`src/rtl/aics_pkg.sv`:
```
// Package: register map, field positions and reset values for the analog input config/status block
package aics_pkg;
    // Word addresses on the module side; byte address on AXI is four times the word
    localparam int unsigned          PT_WORD_LAST    = 11;   // Point data words 0..11
    localparam int unsigned          QUAL_WORD       = 12;   // Per-point quality word
    localparam int unsigned          CFG_WORD        = 13;   // Shared config/status word
    localparam logic [7:0]           CFG_BYTE_ADDR   = 8'h34;
    localparam logic [7:0]           QUAL_BYTE_ADDR  = 8'h30;
    localparam logic [7:0]           PT_BYTE_LAST    = 8'h2c;
    // Field positions
    localparam int unsigned          B_CONFIGURED    = 0;
    localparam int unsigned          B_ERROR         = 1;
    localparam int unsigned          B_CHECKSUM      = 7;
    localparam int unsigned          B_LINE50        = 8;
    localparam int unsigned          B_TRACK         = 9;
    localparam int unsigned          B_TRACK_ACT     = 10;
    localparam int unsigned          B_PROG_EN       = 11;
    localparam int unsigned          B_REF_PULSE     = 12;
    localparam int unsigned          B_MEM_ERR       = 13;
    localparam int unsigned          B_TEMP_FAIL     = 14;
    localparam int unsigned          B_POINT_FAULT   = 15;
    // Reset values of the writable bits
    localparam logic                 RST_CONFIGURED  = 1'b0;
    localparam logic                 RST_FORCE_ERR   = 1'b0;
    localparam logic                 RST_LINE50      = 1'b0;
    localparam logic                 RST_TRACK_REQ   = 1'b0;
    // Reference pulse check: window in ns, pulse at 625 kHz is 1600 ns apart
    localparam int unsigned          CLK_PERIOD_NS   = 8;
    localparam int unsigned          REF_WINDOW_NS   = 16000;
    localparam int unsigned          REF_WINDOW_CYC  = REF_WINDOW_NS / CLK_PERIOD_NS;
    // AXI responses
    localparam logic [1:0]           RESP_OKAY       = 2'h0;
    localparam logic [1:0]           RESP_SLVERR     = 2'h2;
    localparam logic [1:0]           RESP_DECERR     = 2'h3;
    // Init check states
    typedef enum logic [1:0] {
        INIT_WAIT  = 2'b00,
        INIT_DONE  = 2'b01,
        INIT_FAIL  = 2'b10
    } aics_init_type;
endpackage : aics_pkg

```
`src/rtl/aics_regs.sv`:
```
// Config/status word of a twelve-point analog input module, AXI4-Lite slave
// What this block does
// - Word 13 writes config, reads status.
// - Bit 0 configures; reads back configured state.
// - Unconfigured: point words 0-11 answer attention.
// - Write bit 1 forces error, lights indicator.
// - Read bit 1 internal-or-forced; indicator equals it.
// - Error set: point reads return attention.
// - Status bits 2-6 read zero.
// - Checksum fail: bit 7, error, fault, halt.
// - Bit 8 selects 80 or 83.3 ms timebase.
// - Bit 9 requests tracking; reads tracking in use.
// - Bit 10 shows tracking signal active.
// - Bit 11 mirrors program enable; gates programming.
// - Missing reference pulse at init sets bit 12.
// - Bit 13 reports memory/bus check failure.
// - Bit 14 temp sensor fail, always if uncalibrated.
// - Bit 15 ORs point quality, bits 1,7,12,13.
// - Temperature fault kept out of bit 15.
// - Quality word carries data only for point faults.
`timescale 1ns/1ps
module aics_regs #(
    parameter int unsigned REF_WINDOW = aics_pkg::REF_WINDOW_CYC
) (
    input  wire logic        CLK,
    input  wire logic        RST_N,
    input  wire logic [7:0]  S_AXI_AWADDR,
    input  wire logic        S_AXI_AWVALID,
    output logic             S_AXI_AWREADY,
    input  wire logic [31:0] S_AXI_WDATA,
    input  wire logic [3:0]  S_AXI_WSTRB,
    input  wire logic        S_AXI_WVALID,
    output logic             S_AXI_WREADY,
    output logic [1:0]       S_AXI_BRESP,
    output logic             S_AXI_BVALID,
    input  wire logic        S_AXI_BREADY,
    input  wire logic [7:0]  S_AXI_ARADDR,
    input  wire logic        S_AXI_ARVALID,
    output logic             S_AXI_ARREADY,
    output logic [31:0]      S_AXI_RDATA,
    output logic [1:0]       S_AXI_RRESP,
    output logic             S_AXI_RVALID,
    input  wire logic        S_AXI_RREADY,
    input  wire logic [15:0] POINT_DATA,
    input  wire logic [15:0] POINT_QUALITY,
    input  wire logic        CHECKSUM_FAIL,
    input  wire logic        MEMORY_CHECK_FAIL,
    input  wire logic        TEMP_SENSOR_FAIL,
    input  wire logic        INTERNAL_FAULT,
    input  wire logic        REFERENCE_PULSE,
    input  wire logic        LINE_TRACK_PRESENT,
    input  wire logic        CALIB_MEMORY_PROGRAM_ENABLE,
    input  wire logic        PROGRAM_CMD,
    output logic [3:0]       POINT_INDEX,
    output logic             INTERNAL_ERROR_LED,
    output logic             POINT_PROCESS_EN,
    output logic             TIMEBASE_50HZ,
    output logic             TRACKING_IN_USE,
    output logic             PROGRAM_ACCEPT
);
    // ======================================================================
    // State
    // ======================================================================
    logic                  configured_reg, configured_next;
    logic                  force_err_reg, force_err_next;
    logic                  line50_reg, line50_next;
    logic                  track_req_reg, track_req_next;
    logic                  aw_held_reg, aw_held_next;
    logic                  w_held_reg, w_held_next;
    logic [7:0]            awaddr_reg, awaddr_next;
    logic [15:0]           wdata_reg, wdata_next;
    logic [1:0]            wstrb_reg, wstrb_next;
    logic                  bvalid_reg, bvalid_next;
    logic [1:0]            bresp_reg, bresp_next;
    logic                  rvalid_reg, rvalid_next;
    logic [31:0]           rdata_reg, rdata_next;
    logic [1:0]            rresp_reg, rresp_next;
    logic [15:0]           ref_cnt_reg, ref_cnt_next;
    logic                  ref_fail_reg, ref_fail_next;
    aics_pkg::aics_init_type init_reg, init_next;
    logic                  prog_acc_reg, prog_acc_next;
    logic [15:0]           status;
    logic                  module_error;
    logic                  do_write;
    logic                  point_attn;

    // ======================================================================
    // Status word assembly
    // ======================================================================
    // Error bit merges internal faults with the software force
    assign module_error = INTERNAL_FAULT | force_err_reg | CHECKSUM_FAIL
                        | ref_fail_reg | MEMORY_CHECK_FAIL;
    always_comb begin
        status                          = 16'h0000;
        status[aics_pkg::B_CONFIGURED]  = configured_reg;
        status[aics_pkg::B_ERROR]       = module_error;
        status[aics_pkg::B_CHECKSUM]    = CHECKSUM_FAIL;
        status[aics_pkg::B_LINE50]      = line50_reg;
        status[aics_pkg::B_TRACK]       = track_req_reg & LINE_TRACK_PRESENT;
        status[aics_pkg::B_TRACK_ACT]   = LINE_TRACK_PRESENT;
        status[aics_pkg::B_PROG_EN]     = CALIB_MEMORY_PROGRAM_ENABLE;
        status[aics_pkg::B_REF_PULSE]   = ref_fail_reg;
        status[aics_pkg::B_MEM_ERR]     = MEMORY_CHECK_FAIL;
        status[aics_pkg::B_TEMP_FAIL]   = TEMP_SENSOR_FAIL | CHECKSUM_FAIL;
        // Temperature fault deliberately absent from the summary
        status[aics_pkg::B_POINT_FAULT] = (|POINT_QUALITY) | module_error
                                        | CHECKSUM_FAIL | ref_fail_reg | MEMORY_CHECK_FAIL;
    end

    // Module-side outputs
    assign INTERNAL_ERROR_LED = status[aics_pkg::B_ERROR];
    assign POINT_PROCESS_EN   = ~CHECKSUM_FAIL & configured_reg;
    assign TIMEBASE_50HZ      = line50_reg;
    assign TRACKING_IN_USE    = status[aics_pkg::B_TRACK];
    assign PROGRAM_ACCEPT     = prog_acc_reg;
    assign point_attn         = ~configured_reg | module_error;
    assign POINT_INDEX        = S_AXI_ARADDR[5:2];

    // ======================================================================
    // Reference pulse check at initialization
    // ======================================================================
    // One look after reset; a late pulse cannot clear the failure
    always_comb begin
        init_next     = init_reg;
        ref_cnt_next  = ref_cnt_reg;
        ref_fail_next = ref_fail_reg;
        case (init_reg)
            aics_pkg::INIT_WAIT: begin
                if (REFERENCE_PULSE) begin
                    init_next = aics_pkg::INIT_DONE;
                end else if (ref_cnt_reg >= 16'(REF_WINDOW - 1)) begin
                    init_next     = aics_pkg::INIT_FAIL;
                    ref_fail_next = 1'b1;
                end else begin
                    ref_cnt_next = ref_cnt_reg + 16'h0001;
                end
            end
            aics_pkg::INIT_DONE: init_next = aics_pkg::INIT_DONE;
            aics_pkg::INIT_FAIL: init_next = aics_pkg::INIT_FAIL;
            default:             init_next = aics_pkg::INIT_WAIT;
        endcase
    end

    // Programming commands pass only with the enable strap high
    assign prog_acc_next = PROGRAM_CMD & CALIB_MEMORY_PROGRAM_ENABLE;

    // ======================================================================
    // AXI4-Lite write channel
    // ======================================================================
    assign S_AXI_AWREADY = ~aw_held_reg & ~bvalid_reg;
    assign S_AXI_WREADY  = ~w_held_reg & ~bvalid_reg;
    assign S_AXI_BVALID  = bvalid_reg;
    assign S_AXI_BRESP   = bresp_reg;
    assign do_write      = aw_held_reg & w_held_reg & ~bvalid_reg;

    // Address and data may arrive in either order; commit when both held
    always_comb begin
        aw_held_next    = aw_held_reg;
        w_held_next     = w_held_reg;
        awaddr_next     = awaddr_reg;
        wdata_next      = wdata_reg;
        wstrb_next      = wstrb_reg;
        bvalid_next     = bvalid_reg;
        bresp_next      = bresp_reg;
        configured_next = configured_reg;
        force_err_next  = force_err_reg;
        line50_next     = line50_reg;
        track_req_next  = track_req_reg;
        if (S_AXI_AWVALID && S_AXI_AWREADY) begin
            aw_held_next = 1'b1;
            awaddr_next  = S_AXI_AWADDR;
        end
        if (S_AXI_WVALID && S_AXI_WREADY) begin
            w_held_next = 1'b1;
            wdata_next  = S_AXI_WDATA[15:0];
            wstrb_next  = S_AXI_WSTRB[1:0];
        end
        if (do_write) begin
            aw_held_next = 1'b0;
            w_held_next  = 1'b0;
            bvalid_next  = 1'b1;
            bresp_next   = aics_pkg::RESP_OKAY;
            if (awaddr_reg[7:2] == aics_pkg::CFG_BYTE_ADDR[7:2]) begin
                // Only bits 0,1,8,9 are stored; other lanes are dropped
                if (wstrb_reg[0]) begin
                    configured_next = wdata_reg[aics_pkg::B_CONFIGURED];
                    force_err_next  = wdata_reg[aics_pkg::B_ERROR];
                end
                if (wstrb_reg[1]) begin
                    line50_next    = wdata_reg[aics_pkg::B_LINE50];
                    track_req_next = wdata_reg[aics_pkg::B_TRACK];
                end
            end else if (awaddr_reg > aics_pkg::CFG_BYTE_ADDR) begin
                bresp_next = aics_pkg::RESP_DECERR;
            end else if (awaddr_reg <= aics_pkg::PT_BYTE_LAST && !configured_reg) begin
                // Point words refuse any access until configured; the
                // write is dropped either way, nothing there is writable
                bresp_next = aics_pkg::RESP_SLVERR;
            end
        end else if (bvalid_reg && S_AXI_BREADY) begin
            bvalid_next = 1'b0;
        end
    end

    // ======================================================================
    // AXI4-Lite read channel
    // ======================================================================
    assign S_AXI_ARREADY = ~rvalid_reg;
    assign S_AXI_RVALID  = rvalid_reg;
    assign S_AXI_RDATA   = rdata_reg;
    assign S_AXI_RRESP   = rresp_reg;

    // Point reads answer SLVERR as the attention status
    always_comb begin
        rvalid_next = rvalid_reg;
        rdata_next  = rdata_reg;
        rresp_next  = rresp_reg;
        if (S_AXI_ARVALID && S_AXI_ARREADY) begin
            rvalid_next = 1'b1;
            rdata_next  = 32'h0000_0000;
            rresp_next  = aics_pkg::RESP_OKAY;
            if (S_AXI_ARADDR <= aics_pkg::PT_BYTE_LAST) begin
                if (point_attn) begin
                    rresp_next = aics_pkg::RESP_SLVERR;
                end else begin
                    rdata_next = {16'h0000, POINT_DATA};
                end
            end else if (S_AXI_ARADDR[7:2] == aics_pkg::QUAL_BYTE_ADDR[7:2]) begin
                // Suppressed while a checksum, reference, memory or forced error masks the cause
                if (!(CHECKSUM_FAIL | ref_fail_reg | MEMORY_CHECK_FAIL
                      | force_err_reg)) begin
                    rdata_next = {16'h0000, POINT_QUALITY};
                end
            end else if (S_AXI_ARADDR[7:2] == aics_pkg::CFG_BYTE_ADDR[7:2]) begin
                rdata_next = {16'h0000, status};
            end else begin
                rresp_next = aics_pkg::RESP_DECERR;
            end
        end else if (rvalid_reg && S_AXI_RREADY) begin
            rvalid_next = 1'b0;
        end
    end

    // ======================================================================
    // Registers
    // ======================================================================
    always_ff @(posedge CLK or negedge RST_N) begin
        if (!RST_N) begin
            configured_reg <= aics_pkg::RST_CONFIGURED;
            force_err_reg  <= aics_pkg::RST_FORCE_ERR;
            line50_reg     <= aics_pkg::RST_LINE50;
            track_req_reg  <= aics_pkg::RST_TRACK_REQ;
            aw_held_reg    <= 1'b0;
            w_held_reg     <= 1'b0;
            awaddr_reg     <= 8'h00;
            wdata_reg      <= 16'h0000;
            wstrb_reg      <= 2'h0;
            bvalid_reg     <= 1'b0;
            bresp_reg      <= 2'h0;
            rvalid_reg     <= 1'b0;
            rdata_reg      <= 32'h0000_0000;
            rresp_reg      <= 2'h0;
            ref_cnt_reg    <= 16'h0000;
            ref_fail_reg   <= 1'b0;
            init_reg       <= aics_pkg::INIT_WAIT;
            prog_acc_reg   <= 1'b0;
        end else begin
            configured_reg <= configured_next;
            force_err_reg  <= force_err_next;
            line50_reg     <= line50_next;
            track_req_reg  <= track_req_next;
            aw_held_reg    <= aw_held_next;
            w_held_reg     <= w_held_next;
            awaddr_reg     <= awaddr_next;
            wdata_reg      <= wdata_next;
            wstrb_reg      <= wstrb_next;
            bvalid_reg     <= bvalid_next;
            bresp_reg      <= bresp_next;
            rvalid_reg     <= rvalid_next;
            rdata_reg      <= rdata_next;
            rresp_reg      <= rresp_next;
            ref_cnt_reg    <= ref_cnt_next;
            ref_fail_reg   <= ref_fail_next;
            init_reg       <= init_next;
            prog_acc_reg   <= prog_acc_next;
        end
    end

    // ======================================================================
    // Checks
    // ======================================================================
    chk_led_follows_err: assert property (@(posedge CLK) disable iff (!RST_N)
        INTERNAL_ERROR_LED == (INTERNAL_FAULT | force_err_reg | CHECKSUM_FAIL
                               | ref_fail_reg | MEMORY_CHECK_FAIL))
        else $error("error indicator differs from error bit");
    chk_force_err_led: assert property (@(posedge CLK) disable iff (!RST_N)
        (do_write && awaddr_reg[7:2] == 6'h0d && wstrb_reg[0] && wdata_reg[1]) |=> INTERNAL_ERROR_LED)
        else $error("forced error did not light indicator");
    chk_config_bit_write: assert property (@(posedge CLK) disable iff (!RST_N)
        (do_write && awaddr_reg[7:2] == 6'h0d && wstrb_reg[0]) |=> configured_reg == $past(wdata_reg[0]))
        else $error("configure bit not taken");
    chk_unused_zero: assert property (@(posedge CLK) disable iff (!RST_N)
        (S_AXI_RVALID && S_AXI_RRESP == 2'h0 && $past(S_AXI_ARADDR) == 8'h34 && $rose(S_AXI_RVALID))
        |-> S_AXI_RDATA[6:2] == 5'h00)
        else $error("unused status bits not zero");
    chk_point_attn_resp: assert property (@(posedge CLK) disable iff (!RST_N)
        (S_AXI_ARVALID && S_AXI_ARREADY && S_AXI_ARADDR <= 8'h2c && point_attn)
        |=> S_AXI_RVALID && S_AXI_RRESP == 2'h2 && S_AXI_RDATA == 32'h0)
        else $error("point read not answered with attention");
    chk_checksum_halts: assert property (@(posedge CLK) disable iff (!RST_N)
        CHECKSUM_FAIL |-> !POINT_PROCESS_EN && status[7] && status[15] && status[14])
        else $error("checksum fail not handled");
    chk_summary_fault: assert property (@(posedge CLK) disable iff (!RST_N)
        status[15] == ((|POINT_QUALITY) | status[1] | status[7] | status[12] | status[13]))
        else $error("summary fault mismatch");
    chk_temp_excluded: assert property (@(posedge CLK) disable iff (!RST_N)
        (TEMP_SENSOR_FAIL && !CHECKSUM_FAIL && status[1] == 1'b0 && POINT_QUALITY == 16'h0
         && !status[12] && !status[13]) |-> !status[15])
        else $error("temperature fault leaked into summary");
    chk_track_gated: assert property (@(posedge CLK) disable iff (!RST_N)
        TRACKING_IN_USE |-> track_req_reg && status[10])
        else $error("tracking in use without request and signal");
    chk_ref_timeout: assert property (@(posedge CLK) disable iff (!RST_N)
        (init_reg == aics_pkg::INIT_WAIT && !REFERENCE_PULSE && ref_cnt_reg == 16'(REF_WINDOW - 1))
        |=> ref_fail_reg && status[12])
        else $error("missing reference pulse not flagged");
    chk_prog_gate: assert property (@(posedge CLK) disable iff (!RST_N)
        PROGRAM_ACCEPT |-> $past(CALIB_MEMORY_PROGRAM_ENABLE))
        else $error("programming accepted while disabled");

    // Unconfigured point words answer attention on writes as well
    chk_point_write_attn: assert property (@(posedge CLK) disable iff (!RST_N)
        (do_write && awaddr_reg <= 8'h2c && !configured_reg) |=> S_AXI_BVALID && S_AXI_BRESP == 2'h2)
        else $error("unconfigured point write not refused");

    // Upper lane carries timebase and tracking request
    chk_timebase_write: assert property (@(posedge CLK) disable iff (!RST_N)
        (do_write && awaddr_reg[7:2] == 6'h0d && wstrb_reg[1]) |=> TIMEBASE_50HZ == $past(wdata_reg[8]))
        else $error("timebase select not taken");
    chk_track_req_write: assert property (@(posedge CLK) disable iff (!RST_N)
        (do_write && awaddr_reg[7:2] == 6'h0d && wstrb_reg[1]) |=> track_req_reg == $past(wdata_reg[9]))
        else $error("tracking request not taken");

    // Unstrobed lane 0 and other words leave the config alone
    chk_lane_masked: assert property (@(posedge CLK) disable iff (!RST_N)
        (do_write && !wstrb_reg[0]) |=> $stable(configured_reg) && $stable(force_err_reg))
        else $error("unstrobed config bits changed");
    chk_other_word_write: assert property (@(posedge CLK) disable iff (!RST_N)
        (do_write && awaddr_reg[7:2] != 6'h0d) |=> $stable(line50_reg) && $stable(track_req_reg)
        && $stable(configured_reg) && $stable(force_err_reg))
        else $error("write elsewhere changed config");

    // Quality word blanked while a checksum, reference, memory or forced error masks it
    chk_qual_masked: assert property (@(posedge CLK) disable iff (!RST_N)
        (S_AXI_ARVALID && S_AXI_ARREADY && S_AXI_ARADDR[7:2] == 6'h0c
         && (CHECKSUM_FAIL || MEMORY_CHECK_FAIL || ref_fail_reg || force_err_reg)) |=> S_AXI_RDATA == 32'h0)
        else $error("quality word not suppressed");

    // Live status inputs reach the read word
    chk_status_inputs: assert property (@(posedge CLK) disable iff (!RST_N)
        (S_AXI_ARVALID && S_AXI_ARREADY && S_AXI_ARADDR[7:2] == 6'h0d) |=> S_AXI_RDATA[13:10]
        == $past({MEMORY_CHECK_FAIL, ref_fail_reg, CALIB_MEMORY_PROGRAM_ENABLE, LINE_TRACK_PRESENT}))
        else $error("status inputs not reported");

    // Reference failure is unrecoverable; only a reset
    // starts a fresh check
    chk_ref_sticky: assert property (@(posedge CLK) disable iff (!RST_N)
        ref_fail_reg |=> ref_fail_reg)
        else $error("reference failure cleared");
endmodule : aics_regs

```
`config.mk`:
```
export PLATFORM = sky130hd
export DESIGN_NAME = aics_regs
export DESIGN_NICKNAME = d
export VERILOG_FILES = /design/src/rtl/aics_pkg.sv /design/src/rtl/aics_regs.sv
export SDC_FILE = /design/constraint.sdc
export NUM_CORES = 1
export LEC_CHECK = 0
export BUFFER_PORTS_ARGS = -buffer_cell sky130_fd_sc_hd__buf_4
export CAP_MARGIN = 20
export CORE_MARGIN = 2
export CORE_UTILIZATION = 44
export CTS_CLUSTER_SIZE = 28
export DETAILED_ROUTE_END_ITERATION = 16
export GPL_TIMING_DRIVEN = 0
export PLACE_DENSITY = 0.8
export SYNTH_ARGS = -nofsm -noshare
export SYNTH_HDL_FRONTEND = slang
export SYNTH_SLANG_ARGS = --single-unit
export TNS_END_PERCENT = 30
```
`constraint.sdc`:
```
create_clock -name CLK -period 4.7 [get_ports CLK]
set_input_delay 0.705 -clock CLK [delete_from_list [all_inputs] [get_ports CLK]]
set_output_delay 0.705 -clock CLK [all_outputs]
set_load 0.02 [all_outputs]
```
==> metrics <==
# placed instances 476; Yosys warnings 0; Top delay family on crit path simple AND/OR/NAND/NOR gates; Worst IR Drop VDD 0.0003363 V; fraction of layout cells with a size suffix above 1 41.85%; DR pass1 iterations 4; HP Class input pin to asynchronous set/reset pin; status finished, final reports clean; DR vias/cell 5.308; GRT Total Usage 20.12%; I/O pin count 149; wire length per cell 15.08 um; initial antenna violation count 0; maximum fanout along the worst path 5; Critical Path RT 3.99 ns; chip height 87.21 um; Die W 87.21 um; cell leakage power 2.028 nW; DRT Wirelength 7405 um; vias in the first global route 2521; fmax 376.1 MHz; FF-to-FF End ref_cnt_reg[1]; TritonCTS clock tree yes; worst path cell trace buf_4 -> or4_4 -> or2_2 -> buf_4; Buf+Inv Stages, Crit Path 2; H-tree depth 3; max-slew violations 0; Post-synth EDFFs 0; FF+latch count, synth 62; crit path max-delay cell type or4_4; cell row count 30; Crit Path Category input pin to output port; largest net degree at the start of global routing 63; PD cells 409.6 nW/um^2; Post-CTS Setup Inserts 0; hold_ws 0.4285 ns; setup TNS 0 ns; port buffer count 102; core area 6756 sq um; gr ovfl total 0; final setup vio count 0; DRC Markers 0; Cells after Synth 279; Post-Layout Cell Count 491; CP arrival 1.95 ns; TritonCTS Buffers 9; crit path capture type output port; Yosys cell types 46; clock sink count 62; Main synth FF type dfrtp_1; RePlAce Congestion 0.7709; Max-Slew Margin vs Limit 44.71%; routed via count 2606; Post-Place Setup Slack 2.045 ns; commonest non-fill, non-tap cell in the layout buf_4; Hold-fix buffers, CTS 0; most frequent cells in the layout buf_4 (122), dfrtp_1 (62), mux2_2 (19), nor2_1 (18); Total Power 1.693 mW; worst reg-to-reg path cell count 5; Slew @ Worst Pin 0.8243 ns; worst-skew pair later-pin latency 0.34 ns; first-pass GRT wire length 11590 um; max incr delay on CP 0.59 ns; fillers 599; R2R Setup Slk 2.62 ns; HPWL Detailed 5748 um; reg-to-reg startpoint ref_cnt_reg[0]; deepest clock path buffer count 2; number of hold violations in the final report 0; Setup WS post-layout 2.041 ns; most frequent CP cell buf_4; Async S/R FF share, synth 100.0%; final net count 507; starting density of the core 45.09%; post-synthesis sequential area ratio 50.92%; Die ar. 7606 sq um; clk root buf clkbuf_8; post-route ant nets 0; RSZ-0062 raised after global routing false; post-route clock period utilization 56.57%; CP Launch Type input pin; Post-Syn Area per Cell 10.92 sq um; Tmin final 2.659 ns; Mapped Area 3047 sq um; CTS resizes 0; max-cap check violation count 0; Clk pin slew, worst setup/hold paths 0.07 ns; Synth-to-Final Area Change 35.69%; clk_skew 0.01209 ns; Antenna diodes 0; DRT iter0 DRCs 95
-- synth_stat cells, types with 2 or more instances --
cell type | n | share of area, %
nor3_1 | 6 | 0.99
nand2b_1 | 4 | 0.82
nor4_1 | 9 | 1.8
inv_1 | 5 | 0.62
buf_2 | 4 | 0.66
nor2_1 | 18 | 2.2
o31ai_2 | 4 | 1.6
a221oi_1 | 6 | 1.7
nand3_1 | 3 | 0.49
a32oi_1 | 6 | 1.7
a221oi_2 | 4 | 2.0
and3_1 | 2 | 0.41
buf_4 | 20 | 4.9
nor2b_1 | 5 | 1.0
o41ai_1 | 2 | 0.58
a21o_1 | 2 | 0.49
dfrtp_1 | 62 | 51
o21ai_0 | 4 | 0.66
o31ai_1 | 6 | 1.5
clkbuf_1 | 11 | 1.4
nand2_1 | 17 | 2.1
xor2_1 | 9 | 2.6
and2_1 | 6 | 1.2
nor3b_1 | 3 | 0.74
nand4_1 | 5 | 1.0
a21oi_1 | 17 | 2.8
a22o_1 | 2 | 0.58
mux2_2 | 19 | 7.0
-- metrics by stage --
| step | util, % | instance area (sq um) |
|---|---|---|
| after global routing | 61.19 | 4134 |
| after floorplan | - | 3103 |
| after detailed placement | 58.74 | 3969 |
| after CTS | 61.19 | 4134 |
| after global placement | 58.74 | 3969 |
| final | 61.19 | 4134 |
-- power by group --
group | leakage [nW] | switching (mW) | internal [mW]
Combinational | 1.16 | 0.256 | 0.266
Sequential | 0.778 | 0.0979 | 0.675
Clock | 0.0889 | 0.198 | 0.201
Total | 2.03 | 0.551 | 1.14
-- how the worst max path moves through the flow --
stage                  startpoint                  to  cells past startpoint
global route        CHECKSUM_FAIL  INTERNAL_ERROR_LED                      4
finish              CHECKSUM_FAIL  INTERNAL_ERROR_LED                      4
global placement    CHECKSUM_FAIL  INTERNAL_ERROR_LED                      4
CTS                 CHECKSUM_FAIL  INTERNAL_ERROR_LED                      4
floorplan           CHECKSUM_FAIL  INTERNAL_ERROR_LED                      2
detailed placement  CHECKSUM_FAIL  INTERNAL_ERROR_LED                      4
-- logic make-up after synthesis --
| logic type | after synthesis | share of synthesized area [%] |
|---|---|---|
| compound gates | 60 | 15.57 |
| xor+xnor | 9 | 2.587 |
| other cells | 1 | 0.1231 |
| mux | 19 | 7.023 |
| buf+inv | 41 | 7.926 |
| fa+ha+maj | 1 | 0.4106 |
| flops | 62 | 50.92 |
| simple gates | 86 | 15.44 |
-- worst register-to-register path: stages (launching register included) --
cell      delay, ns
dfrtp_1        0.38
ha_1           0.17
nand3_1        0.14
a211oi_1       0.71
nor2_1         0.24
mux2_2         0.33
-- routing by layer --
| metal | vias to the layer above | routed length (um) | track usage (%) |
|---|---|---|---|
| li1 | 1244 | - | - |
| met1 | 1255 | 2963 | 23.69 |
| met2 | 95 | 3728 | 34.07 |
| met3 | 12 | 610 | 6.825 |
| met4 | 0 | 102 | 7.552 |
| met5 | - | 0 | 0 |
-- cell type report --
cell class	count	area (sq um)	area share [%]
timing repair buffer	102	765.7	18.52
clock inverter	4	23.77	0.5751
inverter	5	18.77	0.4540
buffer	36	222.7	5.387
tap	80	100.1	2.421
multi-input combinational	191	1310	31.69
clock buffer	11	141.4	3.420
sequential	62	1551	37.53
(Power assumes the default switching activity.)
